--- src/verilog/rf_sleep_power_control_defs.vh ---
`ifndef RF_SLEEP_POWER_CONTROL_DEFS_VH
`define RF_SLEEP_POWER_CONTROL_DEFS_VH

// ----------------------------------------------------------------------------
// Register indices (command port addresses)
// ----------------------------------------------------------------------------
`define ADDR_TRANSMIT_POWER_SELECT       3'h0
`define ADDR_CHANNEL_CLEAR_LEVEL         3'h1
`define ADDR_SLEEP_MODE_CHOICE           3'h2
`define ADDR_SLEEP_OPTION_BITS           3'h3
`define ADDR_INACTIVITY_TIMEOUT          3'h4
`define ADDR_CYCLIC_SLEEP_PERIOD         3'h5
`define ADDR_UNASSOCIATED_SLEEP_PERIOD   3'h6
`define ADDR_STATUS                      3'h7

// ----------------------------------------------------------------------------
// Reset values and legal ranges
// ----------------------------------------------------------------------------
`define RST_TRANSMIT_POWER    8'h04
`define MAX_TRANSMIT_POWER    8'h04
`define RST_CHANNEL_CLEAR     8'h2C
`define MIN_CHANNEL_CLEAR     8'h24
`define MAX_CHANNEL_CLEAR     8'h50
`define RST_SLEEP_MODE        8'h00
`define MAX_SLEEP_MODE        8'h06
`define RST_SLEEP_OPTIONS     8'h00
`define MASK_SLEEP_OPTIONS    8'h03
`define RST_INACTIVITY        16'h1388
`define MIN_INACTIVITY        16'h0001
`define RST_CYCLIC_PERIOD     16'h0000
`define MAX_SLEEP_PERIOD      16'h68B0
`define RST_UNASSOC_PERIOD    16'h03E8
`define MIN_UNASSOC_PERIOD    16'h0001

// ----------------------------------------------------------------------------
// Field positions and mode codes
// ----------------------------------------------------------------------------
`define OPT_NO_WAKE_POLL      0
`define OPT_NO_WAKE_SAMPLE    1
`define MODE_NO_SLEEP         8'h00
`define MODE_PIN_HIBERNATE    8'h01
`define MODE_PIN_DOZE         8'h02
`define MODE_CYCLIC_REMOTE    8'h04
`define MODE_CYCLIC_PIN       8'h05
`define MODE_LEGACY_COORD     8'h06

// ----------------------------------------------------------------------------
// Timing
// ----------------------------------------------------------------------------
`define CLOCK_HZ              10000000
`define TICK_MS               1
`define CYCLES_PER_MS         ((`CLOCK_HZ / 1000) * `TICK_MS)
`define MS_PER_PERIOD_UNIT    10

`endif

--- src/verilog/rf_sleep_power_control.v ---
// Function
// - Power selector takes codes 0 to 4, five rising levels, resets to 4.
// - Do a clear channel check before each packet; block it on high energy.
// - Threshold is negative dBm, legal 0x24 to 0x50, resets to 0x2C.
// - Sleep mode codes: none, hibernate, doze, reserved, cyclic, cyclic+pin, coordinator.
// - Mode zero keeps the device idle and always ready to receive.
// - Option bit 0 set skips the data poll after a cyclic wake.
// - Option bit 1 set skips the automatic sample on wake.
// - Sleep after inactivity timeout milliseconds of silence; legal 1 to 0xFFFF.
// - Inactivity timeout only applies in cyclic modes 4 and 5.
// - Cyclic sleeper sleeps period times 10 ms, wakes, checks, sleeps again.
// - Coordinator drops held message after 2.5 sleep periods unretrieved.
// - Coordinator with zero period sends messages directly.
// - Unassociated sleeper sleeps its own period before retrying association.
`timescale 1ns/1ps
`default_nettype none
`include "rf_sleep_power_control_defs.vh"

module rf_sleep_power_control #(
  parameter CYCLES_PER_MS = `CYCLES_PER_MS
) (
  input  wire        sys_clk_i,
  input  wire        rstn_i,
  input  wire        cfg_wr_i,
  input  wire [2:0]  cfg_addr_i,
  input  wire [15:0] cfg_wdata_i,
  output reg  [15:0] cfg_rdata_o,
  output wire        cfg_err_o,
  input  wire        activity_i,
  input  wire        is_coordinator_i,
  input  wire        associated_i,
  input  wire        assoc_enabled_i,
  input  wire        wake_pin_i,
  input  wire        tx_request_i,
  input  wire [7:0]  channel_energy_i,
  output wire        tx_grant_o,
  output wire        tx_blocked_o,
  output wire [2:0]  power_code_o,
  input  wire        msg_hold_i,
  input  wire        msg_retrieved_i,
  output wire        send_direct_o,
  output reg         msg_discard_o,
  output wire        asleep_o,
  output reg         wake_poll_o,
  output reg         wake_sample_o,
  output reg         assoc_retry_o
);

  // --------------------------------------------------------------------------
  // States
  // --------------------------------------------------------------------------
  localparam [2:0] ST_AWAKE = 3'b001;
  localparam [2:0] ST_CYCLE = 3'b010;
  localparam [2:0] ST_UNASC = 3'b100;

  // --------------------------------------------------------------------------
  // Tick limits, cut to the width of their counters
  // --------------------------------------------------------------------------
  localparam integer PRESCALE_LAST_I = CYCLES_PER_MS - 1;
  localparam integer TENTH_LAST_I    = `MS_PER_PERIOD_UNIT - 1;
  localparam [15:0]  PRESCALE_LAST   = PRESCALE_LAST_I[15:0];  // Divider holds at most 65536 cycles per ms
  localparam [3:0]   TENTH_LAST      = TENTH_LAST_I[3:0];

  // --------------------------------------------------------------------------
  // Registers
  // --------------------------------------------------------------------------
  reg  [7:0]  transmit_power_select_reg;
  reg  [7:0]  channel_clear_level_reg;
  reg  [7:0]  sleep_mode_choice_reg;
  reg  [7:0]  sleep_option_bits_reg;
  reg  [15:0] inactivity_timeout_reg;
  reg  [15:0] cyclic_sleep_period_reg;
  reg  [15:0] unassociated_sleep_period_reg;
  reg  [2:0]  state_reg;
  reg  [15:0] prescale_reg;
  reg  [3:0]  tenth_reg;
  reg  [15:0] idle_ms_reg;
  reg  [15:0] sleep_cnt_reg;
  reg  [17:0] hold_cnt_reg;
  reg         hold_reg;
  reg  [1:0]  wake_sync_reg;
  reg  [1:0]  act_sync_reg;
  reg         cfg_err_reg;

  wire        ms_tick  = (prescale_reg == PRESCALE_LAST);
  wire        ten_tick = ms_tick && (tenth_reg == TENTH_LAST);
  wire        act      = act_sync_reg[1];
  wire        wake_pin = wake_sync_reg[1];

  // True when the mode is one of the two cyclic sleeper codes
  function is_cyclic;
    input [7:0] mode;
    begin
      is_cyclic = (mode == `MODE_CYCLIC_REMOTE) || (mode == `MODE_CYCLIC_PIN);
    end
  endfunction

  // Range check on a write; illegal values are refused and keep the old value
  function legal_write;
    input [2:0]  addr;
    input [15:0] data;
    begin
      case (addr)
        `ADDR_TRANSMIT_POWER_SELECT:     legal_write = data <= {8'h00, `MAX_TRANSMIT_POWER};
        `ADDR_CHANNEL_CLEAR_LEVEL:       legal_write = data >= {8'h00, `MIN_CHANNEL_CLEAR} &&
                                                       data <= {8'h00, `MAX_CHANNEL_CLEAR};
        `ADDR_SLEEP_MODE_CHOICE:         legal_write = data <= {8'h00, `MAX_SLEEP_MODE};
        `ADDR_SLEEP_OPTION_BITS:         legal_write = (data & ~{8'h00, `MASK_SLEEP_OPTIONS}) == 16'h0000;
        `ADDR_INACTIVITY_TIMEOUT:        legal_write = data >= `MIN_INACTIVITY;
        `ADDR_CYCLIC_SLEEP_PERIOD:       legal_write = data <= `MAX_SLEEP_PERIOD;
        `ADDR_UNASSOCIATED_SLEEP_PERIOD: legal_write = data >= `MIN_UNASSOC_PERIOD &&
                                                       data <= `MAX_SLEEP_PERIOD;
        default:                         legal_write = 1'b0;
      endcase
    end
  endfunction

  wire        wr_ok = cfg_wr_i && legal_write(cfg_addr_i, cfg_wdata_i);

  // --------------------------------------------------------------------------
  // Configuration registers
  // --------------------------------------------------------------------------
  // Out-of-range writes are dropped so the block never runs on an illegal code
  always @(posedge sys_clk_i) begin
    if (!rstn_i) begin
      transmit_power_select_reg     <= `RST_TRANSMIT_POWER;
      channel_clear_level_reg       <= `RST_CHANNEL_CLEAR;
      sleep_mode_choice_reg         <= `RST_SLEEP_MODE;
      sleep_option_bits_reg         <= `RST_SLEEP_OPTIONS;
      inactivity_timeout_reg        <= `RST_INACTIVITY;
      cyclic_sleep_period_reg       <= `RST_CYCLIC_PERIOD;
      unassociated_sleep_period_reg <= `RST_UNASSOC_PERIOD;
      cfg_err_reg                   <= 1'b0;
    end else begin
      cfg_err_reg <= cfg_wr_i && !wr_ok;
      if (wr_ok) begin
        case (cfg_addr_i)
          `ADDR_TRANSMIT_POWER_SELECT:     transmit_power_select_reg     <= cfg_wdata_i[7:0];
          `ADDR_CHANNEL_CLEAR_LEVEL:       channel_clear_level_reg       <= cfg_wdata_i[7:0];
          `ADDR_SLEEP_MODE_CHOICE:         sleep_mode_choice_reg         <= cfg_wdata_i[7:0];
          `ADDR_SLEEP_OPTION_BITS:         sleep_option_bits_reg         <= cfg_wdata_i[7:0];
          `ADDR_INACTIVITY_TIMEOUT:        inactivity_timeout_reg        <= cfg_wdata_i;
          `ADDR_CYCLIC_SLEEP_PERIOD:       cyclic_sleep_period_reg       <= cfg_wdata_i;
          `ADDR_UNASSOCIATED_SLEEP_PERIOD: unassociated_sleep_period_reg <= cfg_wdata_i;
          default: ;
        endcase
      end
    end
  end

  assign cfg_err_o = cfg_err_reg;

  // Read mux, registered; status word shows the sleep state and held message
  always @(posedge sys_clk_i) begin
    if (!rstn_i) begin
      cfg_rdata_o <= 16'h0000;
    end else begin
      case (cfg_addr_i)
        `ADDR_TRANSMIT_POWER_SELECT:     cfg_rdata_o <= {8'h00, transmit_power_select_reg};
        `ADDR_CHANNEL_CLEAR_LEVEL:       cfg_rdata_o <= {8'h00, channel_clear_level_reg};
        `ADDR_SLEEP_MODE_CHOICE:         cfg_rdata_o <= {8'h00, sleep_mode_choice_reg};
        `ADDR_SLEEP_OPTION_BITS:         cfg_rdata_o <= {8'h00, sleep_option_bits_reg};
        `ADDR_INACTIVITY_TIMEOUT:        cfg_rdata_o <= inactivity_timeout_reg;
        `ADDR_CYCLIC_SLEEP_PERIOD:       cfg_rdata_o <= cyclic_sleep_period_reg;
        `ADDR_UNASSOCIATED_SLEEP_PERIOD: cfg_rdata_o <= unassociated_sleep_period_reg;
        default:                         cfg_rdata_o <= {12'h000, hold_reg, state_reg};
      endcase
    end
  end

  // --------------------------------------------------------------------------
  // Transmit gating
  // --------------------------------------------------------------------------
  // Threshold is in -dBm, so a smaller energy code means a stronger channel
  assign tx_blocked_o = tx_request_i && (channel_energy_i < channel_clear_level_reg);
  assign tx_grant_o   = tx_request_i && !tx_blocked_o && (state_reg == ST_AWAKE);
  assign power_code_o = transmit_power_select_reg[2:0];

  // --------------------------------------------------------------------------
  // Input synchronisers
  // --------------------------------------------------------------------------
  always @(posedge sys_clk_i) begin
    if (!rstn_i) begin
      act_sync_reg  <= 2'b00;
      wake_sync_reg <= 2'b00;
    end else begin
      act_sync_reg  <= {act_sync_reg[0], activity_i};
      wake_sync_reg <= {wake_sync_reg[0], wake_pin_i};
    end
  end

  // --------------------------------------------------------------------------
  // Prescaler: 1 ms and 10 ms enables
  // --------------------------------------------------------------------------
  always @(posedge sys_clk_i) begin
    if (!rstn_i) begin
      prescale_reg <= 16'h0000;
      tenth_reg    <= 4'h0;
    end else if (ms_tick) begin
      prescale_reg <= 16'h0000;
      tenth_reg    <= ten_tick ? 4'h0 : tenth_reg + 4'h1;
    end else begin
      prescale_reg <= prescale_reg + 16'h0001;
    end
  end

  // --------------------------------------------------------------------------
  // Sleep state machine
  // --------------------------------------------------------------------------
  wire cyclic     = is_cyclic(sleep_mode_choice_reg) && !is_coordinator_i;
  wire period_end = ten_tick && (sleep_cnt_reg <= 16'h0001);
  wire early_wake = (sleep_mode_choice_reg == `MODE_CYCLIC_PIN) && wake_pin;

  // Idle counter restarts on every event; only cyclic modes act on it
  always @(posedge sys_clk_i) begin
    if (!rstn_i) begin
      state_reg     <= ST_AWAKE;
      idle_ms_reg   <= 16'h0000;
      sleep_cnt_reg <= 16'h0000;
      wake_poll_o   <= 1'b0;
      wake_sample_o <= 1'b0;
      assoc_retry_o <= 1'b0;
    end else begin
      wake_poll_o   <= 1'b0;
      wake_sample_o <= 1'b0;
      assoc_retry_o <= 1'b0;
      case (state_reg)
        ST_AWAKE: begin
          if (act || !cyclic) begin
            idle_ms_reg <= 16'h0000;
          end else if (ms_tick) begin
            if (idle_ms_reg + 16'h0001 >= inactivity_timeout_reg) begin
              idle_ms_reg <= 16'h0000;
              if (assoc_enabled_i && !associated_i) begin
                state_reg     <= ST_UNASC;
                sleep_cnt_reg <= unassociated_sleep_period_reg;
              end else begin
                state_reg     <= ST_CYCLE;
                sleep_cnt_reg <= cyclic_sleep_period_reg;
              end
            end else begin
              idle_ms_reg <= idle_ms_reg + 16'h0001;
            end
          end
        end
        ST_CYCLE, ST_UNASC: begin
          if (!cyclic) begin
            state_reg <= ST_AWAKE;
          end else if (period_end || early_wake) begin
            state_reg     <= ST_AWAKE;
            wake_poll_o   <= !sleep_option_bits_reg[`OPT_NO_WAKE_POLL] && (state_reg == ST_CYCLE);
            wake_sample_o <= !sleep_option_bits_reg[`OPT_NO_WAKE_SAMPLE];
            assoc_retry_o <= (state_reg == ST_UNASC);
          end else if (ten_tick) begin
            sleep_cnt_reg <= sleep_cnt_reg - 16'h0001;
          end
        end
        default: state_reg <= ST_AWAKE;
      endcase
    end
  end

  assign asleep_o = (state_reg != ST_AWAKE);

  // --------------------------------------------------------------------------
  // Coordinator indirect message hold
  // --------------------------------------------------------------------------
  // Limit is 2.5 periods in 5 ms half units, computed as 5 * period exactly
  wire [17:0] hold_limit = ({2'b00, cyclic_sleep_period_reg} << 2) + {2'b00, cyclic_sleep_period_reg};
  wire        coord      = is_coordinator_i || (sleep_mode_choice_reg == `MODE_LEGACY_COORD);
  assign send_direct_o = coord && (cyclic_sleep_period_reg == 16'h0000);

  // Counts half units (5 ms steps) so the half period is exact
  always @(posedge sys_clk_i) begin
    if (!rstn_i) begin
      hold_reg      <= 1'b0;
      hold_cnt_reg  <= 18'h00000;
      msg_discard_o <= 1'b0;
    end else begin
      msg_discard_o <= 1'b0;
      if (msg_hold_i && coord && !send_direct_o) begin
        hold_reg     <= 1'b1;
        hold_cnt_reg <= 18'h00000;
      end else if (msg_retrieved_i || !coord || send_direct_o) begin
        hold_reg <= 1'b0;
      end else if (hold_reg && ms_tick && (tenth_reg == 4'h4 || tenth_reg == 4'h9)) begin
        if (hold_cnt_reg + 18'h00001 >= hold_limit) begin
          hold_reg      <= 1'b0;
          msg_discard_o <= 1'b1;
        end else begin
          hold_cnt_reg <= hold_cnt_reg + 18'h00001;
        end
      end
    end
  end

endmodule

`default_nettype wire

--- config.mk ---
export PLATFORM = sky130hd
export DESIGN_NAME = rf_sleep_power_control
export DESIGN_NICKNAME = d
export VERILOG_FILES = /design/src/verilog/rf_sleep_power_control.v
export VERILOG_INCLUDE_DIRS = /design/src /design/src/verilog
export SDC_FILE = /design/constraint.sdc
export NUM_CORES = 1
export LEC_CHECK = 0
export BUFFER_PORTS_ARGS = -buffer_cell sky130_fd_sc_hd__buf_2
export CAP_MARGIN = 30
export CORE_MARGIN = 8
export CORE_UTILIZATION = 60
export CTS_BUF_LIST = sky130_fd_sc_hd__clkbuf_2 sky130_fd_sc_hd__clkbuf_4 sky130_fd_sc_hd__clkbuf_8
export DETAILED_ROUTE_END_ITERATION = 8
export GPL_ROUTABILITY_DRIVEN = 0
export PLACE_DENSITY = 0.86
export SLEW_MARGIN = 10
export SYNTH_ARGS = -nofsm -noshare
export SYNTH_HDL_FRONTEND = slang
export SYNTH_SLANG_ARGS = --single-unit
--- constraint.sdc ---
create_clock -name sys_clk_i -period 5.9 [get_ports sys_clk_i]
set_input_delay 1.18 -clock sys_clk_i [delete_from_list [all_inputs] [get_ports sys_clk_i]]
set_output_delay 1.18 -clock sys_clk_i [all_outputs]
set_load 0.03 [all_outputs]
==> results_dict.tcl <==
set metrics [dict create \
    outcome "finished clean" \
    fin_crit_ns 4.94 \
    wl_um 26200 \
    vias 9156 \
    finalCritPeriodShare 0.837 \
    start_util 0.609 \
    p_per_area_nw_per_um2 206 \
    clk_pin_slew_ns 0.11 \
    tightest_slew_ns 1.00 \
    synth_nets 1309 \
    drt-initial-drc-count 947 \
    r2r_start "cyclic_sleep_period_reg[0]$_SDFFE_PN0P_" \
    synth_seq_cells 179 \
    hp-class "flip-flop to flip-flop" \
    clock.fmax_ghz 0.203 \
    hp-start "act_sync_reg[0]$_SDFF_PN0_" \
    synth_area_leaders "dfxtp_1, ha_1, mux2i_1" \
    cpLargestDelayFamily "compound AO/OA/AOI/OAI gates" \
    critPathKind "flip-flop to flip-flop" \
    grt_setup_unrepaired "no" \
    hpwl_um 18900 \
    drc_errors 0 \
    yosysMostFrequentCell "dfxtp_1" \
    cp.depth 16 \
    largest_register_ffs 18 \
    endpoint "hold_cnt_reg[3]$_SDFFE_PP0P_" \
    setup_ws_ns 0.962 \
    grt_max_degree 102 \
    placed_cells 1435 \
    finalNonFillerCells 1469 \
    ys_warn_count 0 \
    cts_tree "done" \
    numClockSinks 179 \
    p_total_uw 2240 \
    cpMaxStageDelayCell "or4b_1" \
    synth.largest_area_cell "dfxtp_1" \
    vdd_drop_max_uv 163 \
    die_w_um 145 \
    die_y_um 145 \
    synth_top_flop_cell "dfxtp_1" \
    finalClockSkew_ns 0.0124 \
    post_cts_buffers 0 \
    multi_input_area_sq_um 6020 \
    rr_worst_depth 16 \
    grt-ovfl-total 0 \
    synth-edff-count 0 \
    wl_per_cell_um 17.8 \
    synth_top_area_frac 0.357 \
    track_usage 0.239 \
    grt_pass1_vias 8567 \
    relSlewSlack 0.333 \
    p_leak_uw 0.00454 \
    area_growth_pct 8.20 \
    core_sq_um 16500 \
    final_cell_area_sq_um 10800 \
    setup_viol 0 \
    layout-drive-gt1-share 0.105 \
    num_rows 47 \
    io_pins 66 \
    grt_antenna_before_repair 1 \
    regArea_sq_um 3580 \
    dpl_cell_area_sq_um 10400 \
    cap_violations 0 \
    drt_first_pass_iters 6 \
    ys_async_sr_fraction 0 \
    slew_viol_final 0 \
    pre_cts_ws_ns 1.08 \
    startpoint_type "flip-flop" \
    tritoncts.num_buffers 17 \
    grt_first_pass_wirelength_um 42200 \
    crit_path_end_kind "flip-flop" \
    crit_fanout 26 \
    rrSetupSlack_ns 0.96 \
    yosys-top-cells-count "dfxtp_1, nor2_1, nand2_1, o21ai_0, nand3_1" \
    holdBufCountCts 0 \
    cts_root_buf "clkbuf_8" \
    setup-tns-final_ns 0 \
    crit_arrival_ns 5.34 \
    nFillCells 1345 \
    ctsHtreeMaxLevel 4 \
    crit_chain "ha_1 -> fa_1 -> a211oi_1 -> o21ai_0 -> a21o_1 -> a41o_1 -> o21ai_0 -> o21ai_0 -> xnor2_1 -> ha_1 -> o21ai_0 -> nor2_1 -> o311a_1 -> or4b_1 -> or3_1 -> a21oi_1" \
    cts.path.max_buffers 2 \
    dieArea_sq_um 21100 \
    syn_area_per_cell_sq_um 8.31 \
    max_stage_delay_ns 0.86 \
    path_buf_inv 0 \
    io_buffers 65 \
    synth_cells 1207 \
    nets 1337 \
    r2r-end "hold_cnt_reg[3]$_SDFFE_PP0P_" \
    post_cts_resized 0 \
    crit_start "cyclic_sleep_period_reg[0]$_SDFFE_PN0P_" \
    hold_violations 0 \
    path_common_cell "o21ai_0" \
    antenna_left 0 \
    viasPerCell 6.23 \
    synth.distinct_cells 70 \
    yosysSeqAreaShare 0.357 \
    syn-cell-area_sq_um 10000 \
    required_ns 6.30 \
    clock_latency_ns 0.49 \
]
per-layer routing:
metal / vias up / global-route usage / share of wire
met3: 61 / 0.0498 / 0.078
li1: 4386 / - / -
met5: - / 0 / 0
met2: 360 / 0.392 / 0.48
met4: 0 / 0.0958 / 0.026
met1: 4349 / 0.303 / 0.42
per-stage QoR:
step | hold slack, ns | util
2_1_floorplan | 0.409 | -
3_3_place_gp | 0.416 | 0.632
3_5_place_dp | 0.425 | 0.633
4_1_cts | 0.452 | 0.658
5_1_grt | 0.480 | 0.659
6_report | 0.448 | 0.659
cell type report:
cell class                      instances  share of cell area
Timing Repair Buffer                   75              0.0376
Clock buffer                           17              0.0216
Tap cell                              220              0.0254
Multi-Input combinational cell        922               0.555
Clock inverter                         15              0.0164
Sequential cell                       179               0.330
Antenna cell                            1            0.000231
Inverter                               40              0.0138
power by group:
part           switching, uW  total [uW]  internal [uW]
Combinational            103         152           48.9
Sequential              6.18        1220           1220
Clock                    535         861            326
Total                    645        2240           1590
worst min path at each step:
stage	endpoint	slack [ns]	cells past startpoint
final	act_sync_reg[1]$_SDFF_PN0_	0.45	1
after floorplan	wake_sample_o$_SDFF_PN0_	0.41	1
after global routing	wake_sync_reg[1]$_SDFF_PN0_	0.48	1
after global placement	wake_sync_reg[1]$_SDFF_PN0_	0.42	1
after CTS	act_sync_reg[1]$_SDFF_PN0_	0.45	1
after detailed placement	act_sync_reg[1]$_SDFF_PN0_	0.42	1
cell families (layout without fill, tap and decap cells):
kind of cell    count (synthesis)  count (layout)  synth area share
buf+inv                       106             147            0.0424
compound gates                254             254             0.155
other cells                     0               1                 0
flops                         179             179             0.357
xor+xnor                       61              61            0.0533
mux                            63              63            0.0743
simple gates                  479             479             0.236
fa+ha+maj                      65              65            0.0816
cell usage in the layout, fill, tap and decap left out, types with 4 or more instances in the layout:
cell type	Yosys	routed
a211oi_1	6	6
a21o_1	9	9
a21oi_1	65	65
a22oi_1	8	8
a31oi_1	15	15
and2_1	15	15
and3_1	29	29
buf_2	7	65
buf_4	3	9
clkbuf_8	0	17
clkinv_8	0	5
dfxtp_1	179	179
ha_1	63	63
inv_1	40	40
inv_6	0	5
inv_8	0	4
mux2i_1	53	53
mux4_2	9	9
nand2_1	112	112
nand2b_1	16	16
nand3_1	85	85
nand4_1	10	10
nor2_1	116	116
nor2b_1	6	6
nor3_1	29	29
nor3b_1	4	4
nor4_1	13	13
o211ai_1	8	8
o21a_1	5	5
o21ai_0	94	94
o311ai_0	13	13
o31ai_1	6	6
or3_1	16	16
or4_1	5	5
xnor2_1	31	31
xor2_1	30	30
Power figures use the tool's default switching activity.
